<file path="config.mk">
export PLATFORM = sky130hd
export DESIGN_NAME = spm_serial_pin_mux
export DESIGN_NICKNAME = d
export VERILOG_FILES = /design/src/hdl/spm_pin_state.v /design/src/hdl/spm_serial_pin_mux.v
export VERILOG_INCLUDE_DIRS = /design/src /design/src/hdl
export SDC_FILE = /design/constraint.sdc
export NUM_CORES = 1
export LEC_CHECK = 0
export BUFFER_PORTS_ARGS = -buffer_cell sky130_fd_sc_hd__clkbuf_2
export CORE_AREA = 4 4 89 91
export DETAILED_ROUTE_END_ITERATION = 8
export DIE_AREA = 0 0 93 95
export PLACE_DENSITY = 0.75
export SKIP_LAST_GASP = 1
export SLEW_MARGIN = 10
export SYNTH_ARGS = -nofsm -noshare
export SYNTH_HDL_FRONTEND = slang
export SYNTH_HIERARCHICAL = 1
export SYNTH_SLANG_ARGS = --single-unit
</file>
<file path="constraint.sdc">
create_clock -name clk -period 3.1 [get_ports clk]
set_input_delay 0.31 -clock clk [delete_from_list [all_inputs] [get_ports clk]]
set_output_delay 0.31 -clock clk [all_outputs]
set_load 0.01 [all_outputs]
</file>
<file path="src/hdl/spm_consts.vh">
// constants for the serial pin mux and pin state control block
//
// Contract
// RULE_01 - modes zero to three drive transmit onto data-out
// RULE_02 - mode four: data-out is SDA, clock is SCL
// RULE_03 - audio mode two routes data in and out
// RULE_04 - mode two clock pin bidirectional, audio bit clock
// RULE_05 - word-select pin only ever driven, never sampled
// RULE_06 - channel six chip selects follow master/slave
// RULE_07 - two-wire pins only pull low or release
// RULE_08 - power-on reset: wake/interrupt off, pins Hi-Z
// RULE_09 - external/internal reset: gpio holds, input zero
// RULE_10 - standby level zero holds; one floats resources
// RULE_11 - standby level one keeps interrupt pins alive
// RULE_12 - deep standby keeps wake; level one floats output
// RULE_13 - deep standby return: gpio, input zero
// RULE_14 - analog pins always Hi-Z, digital input zero
// RULE_15 - relocation select picks the numbered pin instance
// RULE_16 - standby level sampled on standby entry, held
// RULE_17 - exactly one role; unselected inputs forced inactive
`ifndef SPM_CONSTS_VH
`define SPM_CONSTS_VH
// channel operating modes
`define SPM_MODE_W 3
`define SPM_MODE_ASYNC 3'h0
`define SPM_MODE_ASYNC_MP 3'h1
`define SPM_MODE_CLKSER 3'h2
`define SPM_MODE_LIN 3'h3
`define SPM_MODE_I2C 3'h4
// device power states
`define SPM_PST_W 3
`define SPM_PST_POR 3'h0
`define SPM_PST_EXTRST 3'h1
`define SPM_PST_INTRST 3'h2
`define SPM_PST_RUN 3'h3
`define SPM_PST_STBY 3'h4
`define SPM_PST_DEEP 3'h5
`define SPM_PST_DSRET 3'h6
// pin function groups
`define SPM_GRP_W 3
`define SPM_GRP_GPIO 3'h0
`define SPM_GRP_RES 3'h1
`define SPM_GRP_EXTINT 3'h2
`define SPM_GRP_WAKE 3'h3
`define SPM_GRP_ANALOG 3'h4
// relocation select width
`define SPM_LOC_W 2
`endif

</file>
<file path="src/hdl/spm_pin_state.v">
// one pad's state gate: picks drive and input gating from power state
`timescale 1ns/100ps
`include "spm_consts.vh"
module spm_pin_state (
  input wire clk,
  input wire reset,
  input wire [2:0] power_state,
  input wire [2:0] func_group,
  input wire standby_level,
  input wire run_out,
  input wire run_oe,
  input wire pad_in,
  output wire pad_out,
  output wire pad_oe,
  output wire core_in,
  output wire wake_in
);
  // ************************************************************
  // held output state, frozen outside run; power-on reset clears the held enable
  // ************************************************************
  reg hold_out_q; // last run output value
  reg hold_oe_q; // last run output enable

  // capture pad drive while running
  always @(posedge clk or posedge reset) begin
    if (reset) begin
      hold_out_q <= 1'b0;
      hold_oe_q <= 1'b0;
    end else begin
      if (power_state == `SPM_PST_RUN) begin
        hold_out_q <= run_out;
        hold_oe_q <= run_oe;
      end else if (power_state == `SPM_PST_POR) begin
        hold_oe_q <= 1'b0;
      end
    end
  end

  // ************************************************************
  // state table
  // ************************************************************
  reg oe_c; // resulting enable
  reg out_c; // resulting value
  reg inen_c; // digital input allowed
  reg wake_c; // wake path open
  always @* begin
    oe_c = 1'b0;
    out_c = hold_out_q;
    inen_c = 1'b0;
    wake_c = 1'b0;
    if (func_group == `SPM_GRP_ANALOG) begin
      oe_c = 1'b0; // see RULE_14
    end else begin
      case (power_state)
        `SPM_PST_POR: oe_c = 1'b0; // see RULE_08
        `SPM_PST_EXTRST, `SPM_PST_INTRST: begin
          oe_c = (func_group == `SPM_GRP_GPIO) & hold_oe_q; // see RULE_09
        end
        `SPM_PST_RUN: begin
          oe_c = run_oe;
          out_c = run_out;
          inen_c = 1'b1;
        end
        `SPM_PST_STBY: begin
          if (!standby_level || func_group == `SPM_GRP_EXTINT) begin
            oe_c = hold_oe_q; // see RULE_10
            inen_c = 1'b1; // see RULE_11
          end
        end
        `SPM_PST_DEEP: begin
          if (func_group == `SPM_GRP_WAKE) begin
            wake_c = 1'b1; // see RULE_12
            oe_c = ~standby_level & hold_oe_q; // see RULE_12
          end else if (func_group == `SPM_GRP_GPIO || !standby_level) begin
            oe_c = hold_oe_q;
          end
        end
        `SPM_PST_DSRET: begin
          oe_c = ((func_group == `SPM_GRP_WAKE) || (func_group == `SPM_GRP_EXTINT) ||
                  (func_group == `SPM_GRP_GPIO)) & hold_oe_q; // see RULE_13
        end
        default: oe_c = 1'b0;
      endcase
    end
  end

  assign pad_oe = oe_c;
  assign pad_out = out_c;
  assign core_in = pad_in & inen_c;
  assign wake_in = pad_in & wake_c;
endmodule // spm_pin_state

</file>
<file path="src/hdl/spm_serial_pin_mux.v">
// serial channel five/six pin mux with per-pad pin state control
`timescale 1ns/100ps
`include "spm_consts.vh"
module spm_serial_pin_mux #(
  parameter NPAD = 7
) (
  input wire clk,
  input wire reset,
  // device state
  input wire [2:0] power_state,
  input wire ext_reset_n,
  input wire standby_pin_level,
  input wire [6:0] pad_func_group,
  // channel five engine
  input wire [2:0] ser5_mode,
  input wire ser5_audio_en,
  input wire [1:0] ser5_ext_port_func_sel,
  input wire ser5_tx,
  input wire ser5_clk_out,
  input wire ser5_clk_oe,
  input wire ser5_sda_low,
  input wire ser5_scl_low,
  input wire ser5_ws,
  output reg ser5_rx,
  output reg ser5_clk_rx,
  output reg ser5_sda_rx,
  output reg ser5_scl_rx,
  output reg ser5_audio_rx,
  // channel six chip selects
  input wire ser6_master,
  input wire [2:0] ser6_cs_out,
  output reg [2:0] ser6_cs_rx,
  input wire ser6_ws,
  // pads: data in, data out, clock, word5, cs0/word6, cs1, cs2
  input wire [6:0] pad_in,
  output reg [6:0] pad_out,
  output reg [6:0] pad_oe,
  output reg [6:0] wake_out
);
  // ************************************************************
  // pad indices
  // ************************************************************
  localparam P_DIN = 0;
  localparam P_DOUT = 1;
  localparam P_CLK = 2;
  localparam P_WS5 = 3;
  localparam P_CS0 = 4;
  localparam P_CS1 = 5;
  localparam P_CS2 = 6;

  // ************************************************************
  // pad input synchroniser, three stages
  // ************************************************************
  reg [6:0] s1_q; // first stage, read only by s2
  reg [6:0] s2_q;
  reg [6:0] s3_q;
  reg [6:0] pin_q; // filtered level
  always @(posedge clk or posedge reset) begin
    if (reset) begin
      s1_q <= 7'h00;
      s2_q <= 7'h00;
      s3_q <= 7'h00;
      pin_q <= 7'h00;
    end else begin
      s1_q <= pad_in;
      s2_q <= s1_q;
      s3_q <= s2_q;
      pin_q <= (s2_q & s3_q) | (pin_q & (s2_q | s3_q));
    end
  end
  reg [2:0] xrst_q; // external reset pin sync
  always @(posedge clk or posedge reset) begin
    if (reset) begin
      xrst_q <= 3'h7;
    end else begin
      xrst_q <= {xrst_q[1:0], ext_reset_n};
    end
  end
  // effective state: a low external reset overrides run and standby
  wire [2:0] eff_state = (xrst_q[2:1] == 2'h0 && power_state != `SPM_PST_POR) ?
                         `SPM_PST_EXTRST : power_state;

  // ************************************************************
  // standby level latched at standby entry
  // ************************************************************
  reg spl_q;
  wire in_stby = (eff_state == `SPM_PST_STBY) || (eff_state == `SPM_PST_DEEP);
  always @(posedge clk or posedge reset) begin
    if (reset) begin
      spl_q <= 1'b0;
    end else if (!in_stby) begin
      spl_q <= standby_pin_level; // see RULE_16
    end
  end

  // ************************************************************
  // functional role per pad
  // ************************************************************
  reg [6:0] fo_c; // functional out
  reg [6:0] foe_c; // functional enable
  wire loc_ok = (ser5_ext_port_func_sel == 2'h0); // see RULE_15
  wire is_i2c = (ser5_mode == `SPM_MODE_I2C);
  wire is_aud = ser5_audio_en & (ser5_mode == `SPM_MODE_CLKSER);
  always @* begin
    fo_c = 7'h00;
    foe_c = 7'h00;
    if (loc_ok) begin
      if (is_i2c) begin
        foe_c[P_DOUT] = ser5_sda_low; // see RULE_07
        foe_c[P_CLK] = ser5_scl_low; // see RULE_02
      end else if (is_aud) begin
        fo_c[P_DOUT] = ser5_tx; // see RULE_03
        foe_c[P_DOUT] = 1'b1;
        fo_c[P_CLK] = ser5_clk_out; // see RULE_04
        foe_c[P_CLK] = 1'b1;
        fo_c[P_WS5] = ser5_ws; // see RULE_05
        foe_c[P_WS5] = 1'b1;
      end else if (ser5_mode <= `SPM_MODE_LIN) begin
        fo_c[P_DOUT] = ser5_tx; // see RULE_01
        foe_c[P_DOUT] = 1'b1;
        fo_c[P_CLK] = ser5_clk_out; // see RULE_04
        foe_c[P_CLK] = ser5_clk_oe & (ser5_mode == `SPM_MODE_CLKSER);
      end
    end
    fo_c[P_CS0] = ser5_audio_en ? ser6_ws : ser6_cs_out[0];
    foe_c[P_CS0] = ser6_master | ser5_audio_en; // see RULE_06
    fo_c[P_CS1] = ser6_cs_out[1];
    foe_c[P_CS1] = ser6_master; // see RULE_06
    fo_c[P_CS2] = ser6_cs_out[2];
    foe_c[P_CS2] = ser6_master;
  end

  // ************************************************************
  // per pad state gating
  // ************************************************************
  wire [6:0] g_out;
  wire [6:0] g_oe;
  wire [6:0] g_in;
  wire [6:0] g_wk;
  genvar i;
  generate
    for (i = 0; i < NPAD; i = i + 1) begin : g_pad
      spm_pin_state u_ps (
        .clk(clk),
        .reset(reset),
        .power_state(eff_state),
        .func_group(pad_func_group[i] ? `SPM_GRP_GPIO : `SPM_GRP_RES),
        .standby_level(spl_q),
        .run_out(fo_c[i]),
        .run_oe(foe_c[i]),
        .pad_in(pin_q[i]),
        .pad_out(g_out[i]),
        .pad_oe(g_oe[i]),
        .core_in(g_in[i]),
        .wake_in(g_wk[i])
      );
    end
  endgenerate

  // ************************************************************
  // registered outputs and role inputs
  // ************************************************************
  always @(posedge clk or posedge reset) begin
    if (reset) begin
      pad_out <= 7'h00;
      pad_oe <= 7'h00;
      wake_out <= 7'h00;
      ser5_rx <= 1'b1;
      ser5_clk_rx <= 1'b0;
      ser5_sda_rx <= 1'b1;
      ser5_scl_rx <= 1'b1;
      ser5_audio_rx <= 1'b0;
      ser6_cs_rx <= 3'h0;
    end else begin
      // i2c pads never drive a one
      pad_out <= is_i2c ? (g_out & ~7'h06) : g_out; // see RULE_07
      pad_oe <= g_oe;
      wake_out <= g_wk;
      // unselected roles see idle levels
      ser5_rx <= (!is_i2c && !is_aud) ? g_in[P_DIN] : 1'b1; // see RULE_17
      ser5_clk_rx <= (ser5_mode == `SPM_MODE_CLKSER && !is_aud) ? g_in[P_CLK] : 1'b0;
      ser5_sda_rx <= is_i2c ? g_in[P_DOUT] : 1'b1; // see RULE_17
      ser5_scl_rx <= is_i2c ? g_in[P_CLK] : 1'b1;
      ser5_audio_rx <= is_aud ? g_in[P_DIN] : 1'b0; // see RULE_03
      ser6_cs_rx <= ser6_master ? 3'h0 : {g_in[P_CS2], g_in[P_CS1],
                    ser5_audio_en ? 1'b0 : g_in[P_CS0]}; // see RULE_06
    end
  end
endmodule // spm_serial_pin_mux

</file>
==> flow_summary.toml, run 1 <==
[outcome]
outcome = "finished clean"

[final_layout]
drive_above_1_share_pct = 27.5
insertedDiodeCount = 0
layout.nets = 550
fill_cells = 595
fin_util_pct = 64.8
syn_to_final_growth_pct = 29.7

[place]
numPortBuffers = 66
routabilityCongestion = 0.824
dp_hpwl_mm = 5.24

[floorplan]
core_area_sq_mm = 0.00714
io_pins = 67
die_w_um = 93
core.rowCount = 31
start_util_pct = 50.0
die_h_um = 95
dieArea_sq_mm = 0.00884

[timing]
period_share_pct = 75.3
skew_ns = 0.00819
tns_ns = 0
rsz0062_at_grt = "no"
relSlewSlack_pct = 41.0
fmax_mhz = 429
worst_slew_pin_slew_ns = 0.885
drv_slew = 0
min_period_ns = 2.33
hold_viol_final = 0
setup_viol = 0

[global_route]
grt_pass1_vias = 2881
overflow = 0
grt_max_degree = 42
track_usage_pct = 19.2
antenna_found_initial = 0
grt_pass1_wl_mm = 13.0

[detailed_routing]
ant_nets = 0
drcViolationCount = 0
wirelength_mm = 7.68
drtIter0Drc = 127
avgViaCountPerCell = 4.67
num_vias = 2877
wire_per_inst_um = 12.5
dr.pass1.iters = 6

[synthesis]
synthesis.instances = 345
syn_area_sq_mm = 0.00357
ys.warnings.count = 6
syn_area_per_cell_sq_um = 10.3

[cts]
clk_pin_slew_ns = 0.08
cts-root-buf = "clkbuf_8"
htreeDepth = 3
hold_buffers = 1
cts_resized = 0
cts_sinks = 75
tritoncts = "yes"
cts_buffer_depth = 2
clk_latency_ns = 0.35
cts_setup_buffers = 0
numCtsBuffers = 9

[worst_setup_path]
required_ns = 3.33
path_class = "reg2reg"
cp-end-kind = "flop"
worstSetupStartpointType = "flop"
cp_max_fo = 41
cp_data_arrival_time_ns = 2.56

[flow_run]
max-cap-violations = 0

[power_and_ir_drop]
ir_worst_vdd_uv = 297
p_leak_nw = 2.26
power_density_mw_per_mm2 = 485

[worst_hold_path]
hold_class = "in2reg"
-- power breakdown --
part	total (mW)	internal [mW]	switching (mW)
Combinational	0.324	0.143	0.182
Clock	0.824	0.476	0.348
Sequential	1.10	1.05	0.0430
-- cell type report --
class	count	area, sq um	share of cell area [%]
tap	99	124	2.68
clock buffer	12	145	3.14
inverter	31	116	2.52
multi-input combinational	323	1890	40.9
sequential	75	1880	40.7
timing repair buffer	72	390	8.44
clock inverter	4	75.1	1.62
-- path summary, 6_finish.rpt --
path | startpoint | endpoint | slack [ns] | depth (start not counted)
max reg2reg | xrst_q[2] | pad_out[1] | 0.77 | 8
max in group asynchronous | reset | ser5_rx | 1.52 | 4
min reg2reg | s1_q[5] | s2_q[5] | 0.35 | 0
max | xrst_q[2] | pad_out[1] | 0.77 | 8
min in group asynchronous | reset | g_pad[4].u_ps/hold_oe_q | 0.48 | 3
min | ext_reset_n | xrst_q[0] | 0.04 | 1
-- metal layers --
metal | up-vias | global-route usage (%) | share of wire [%]
li1 | 1473 | - | -
met4 | 0 | 6.72 | 1.6
met1 | 1333 | 22.6 | 43
met3 | 15 | 6.45 | 4.4
met2 | 56 | 32.8 | 51
met5 | - | 0 | 0
-- through the flow --
step | power, mW | cells | setup WS [ns] | instance area (sq um) | hold WS (ns)
after floorplan | 1.32 | 429 | 0.318 | 3880 | 0.0512
after global routing | 2.37 | 616 | 0.601 | 4630 | 0.0120
after CTS | 2.27 | 616 | 0.777 | 4630 | 0.0179
after detailed placement | 1.43 | 599 | 0.790 | 4400 | 0.305
after global placement | 1.43 | 599 | 0.885 | 4400 | 0.304
final | 2.25 | 616 | 0.767 | 4630 | 0.0378
-- worst max-delay path, stage by stage, from the launching register on --
cell and delay [ns]:
dfstp_2 0.37, nor2_1 0.30, o21ai_0 0.17, nand2b_1 0.10, buf_4 0.39, nand3_2 0.15
mux2_4 0.34, mux2_2 0.26, nor2b_1 0.12
-- flip-flops by register name, summed over array words and instances, names as in the netlist, 3 cells and up --
signal and count:
pin_q 7, s1_q 7, g_pad.u_ps/hold_out_q 7, pad_out 7, wake_out 7, s2_q 7, g_pad.u_ps/hold_oe_q 7, ser6_cs_rx 3
pad_oe 7, xrst_q 3, s3_q 7
-- cells in the final DEF (no fill, tap or decap), drive strengths merged, types with 7 or more instances in the layout --
cell type,count
dfrtp,69
mux2,16
maj3,7
nor2b,13
o32ai,7
a31oi,7
o22ai,7
conb,85
a21oi,13
and2b,7
nand2,34
nand3,21
o21ai,22
clkbuf,78
a32oi,7
or2b,7
inv,31
nor3,9
or2,15
nand4,7
nor2,17
Power figures use the tool's default switching activity.
==> run 2, diff against run 1 <==
==> constraint.sdc (replaced) <==
create_clock -name clk -period 2.1 [get_ports clk]
set_input_delay 0.21 -clock clk [delete_from_list [all_inputs] [get_ports clk]]
set_output_delay 0.21 -clock clk [all_outputs]
set_load 0.01 [all_outputs]
==> run 2 against run 1 <==
Compared with the run above:
- die area unchanged
- clock skew down 0.0014 ns
- combinational power up 62%
- count of clock-buffer cells in the layout down 1
- hold slack better by 0.062 ns
- power up 40%
- fmax up 20%
- final area up 3.3%
- setup slack worse by 0.62 ns
- critical path depth down 2
- largest cell class unchanged
- highest routed layer unchanged
==> flow_summary.toml, run 2 (synthesis results as in run 1) <==
[floorplan]
core_area_sq_mm = 0.00714
io_pins = 67
core.rowCount = 31
die_w_um = 93
start_util_pct = 50.0
die_h_um = 95
dieArea_sq_mm = 0.00884

[global_route]
grt_pass1_vias = 2969
overflow = 0
track_usage_pct = 19.8
grt_max_degree = 37
antenna_found_initial = 0
grt_pass1_wl_mm = 13.6

[final_layout]
insertedDiodeCount = 0
layout_commonest_cell = "conb_1"
layout.nets = 565
fill_cells = 605
syn_to_final_growth_pct = 34.0
mostFrequentLayoutCells = "conb_1 (85), dfrtp_1 (69), clkbuf_2 (66)"
drive_above_1_share_pct = 28.6

[outcome]
outcome = "finished clean"

[worst_hold_path]
hold_class = "in2reg"

[detailed_routing]
num_vias = 2989
drtIter0Drc = 124
wire_per_inst_um = 13.0
wirelength_mm = 8.22
dr.pass1.iters = 4
avgViaCountPerCell = 4.74
ant_nets = 0
drcViolationCount = 0

[timing]
skew_ns = 0.00675
min_period_ns = 1.95
fmax_mhz = 512
relSlewSlack_pct = 52.2
rsz0062_at_grt = "no"
hold_viol_final = 0
worst_slew_pin_slew_ns = 0.717
setup_viol = 0
period_share_pct = 92.9
holdWs_ns = 0.100
timing.final.ws_setup_ns = 0.148
drv_slew = 0

[worst_setup_path]
max_stage_delay_ns = 0.56
path_cells = "nor2_4, nor2b_4, buf_12, nand3_2, mux2_4, mux2_2"
path_class = "reg2reg"
critPathBufInv = 1
required_ns = 2.34
worstSetupStartpointType = "flop"
cp_slowest_cell = "dfstp_2"
cp_max_fo = 28
cp_data_arrival_time_ns = 2.19
cp-end-kind = "flop"
path_delay_family = "multiplexers"

[cts]
cts_buffer_depth = 2
clk_latency_ns = 0.35
htreeDepth = 3
cts-root-buf = "clkbuf_8"
tritoncts = "yes"
numCtsBuffers = 9
cts_sinks = 75
clk_pin_slew_ns = 0.08

[power_and_ir_drop]
ir_worst_vdd_uv = 382
power_density_mw_per_mm2 = 659
p_leak_nw = 2.34

[place]
numPortBuffers = 66
routabilityCongestion = 0.864
post-place-ws_ns = 0.0854
dp_hpwl_mm = 6.07

[flow_run]
max-cap-violations = 0
==> run 2: layout make-up <==
| cell class | count | area (sq um) | share of cell area [%] |
|---|---|---|---|
| clock buffers | 11 | 141 | 2.96 |
| clock inverters | 5 | 37.5 | 0.785 |
| inverters | 31 | 116 | 2.43 |
| multi-input cells | 324 | 1920 | 40.2 |
| flip-flops and latches | 75 | 1880 | 39.4 |
| well taps | 99 | 124 | 2.59 |
| repair buffers | 86 | 553 | 11.6 |
==> run 2: metal layers <==
metal / wire length (um) / track usage [%] / vias up
met3: 349 / 3.43 / 9
met2: 3970 / 33.7 / 74
li1: - / - / 1511
met4: 124 / 7.57 / 0
met5: 0 / 0 / -
met1: 3770 / 25.3 / 1395
==> run 2: stage by stage <==
stage / power, mW / cell area, sq um / setup TNS, ns / std cells / util [%]
floorplan: 1.95 / 3920 / -0.0490 / 429 / -
global placement: 2.13 / 4490 / 0 / 603 / 62.9
detailed placement: 2.15 / 4490 / 0 / 603 / 62.9
CTS: 3.16 / 4760 / 0 / 628 / 66.6
global route: 3.31 / 4780 / 0 / 631 / 67.0
finish: 3.15 / 4780 / 0 / 631 / 67.0
==> run 2: worst paths after layout <==
kind / slack (ns) / start / cells after the start / to
setup / recovery: 0.15 / xrst_q[1] / 6 / pad_out[6]
max in group asynchronous: 1.18 / reset / 4 / xrst_q[2]
min in group asynchronous: 0.38 / reset / 3 / g_pad[1].u_ps/hold_oe_q
setup reg to reg: 0.15 / xrst_q[1] / 6 / pad_out[6]
hold reg to reg: 0.36 / s1_q[0] / 0 / s2_q[0]
hold / removal: 0.10 / standby_pin_level / 2 / spl_q
==> run 2: repair_timing <==
| item | CTS | global route |
|---|---|---|
| hold buffers | 9 | 0 |
| setup endpoints to repair | 0 | 2 |
| hold endpoints to repair | 22 | 0 |
| setup buffers | 0 | 2 |
| gates resized for setup | 0 | 1 |
==> run 2: where the power goes <==
part	internal [mW]	switching, mW
Sequential	1.56	0.0658
Combinational	0.244	0.282
Clock	0.465	0.539
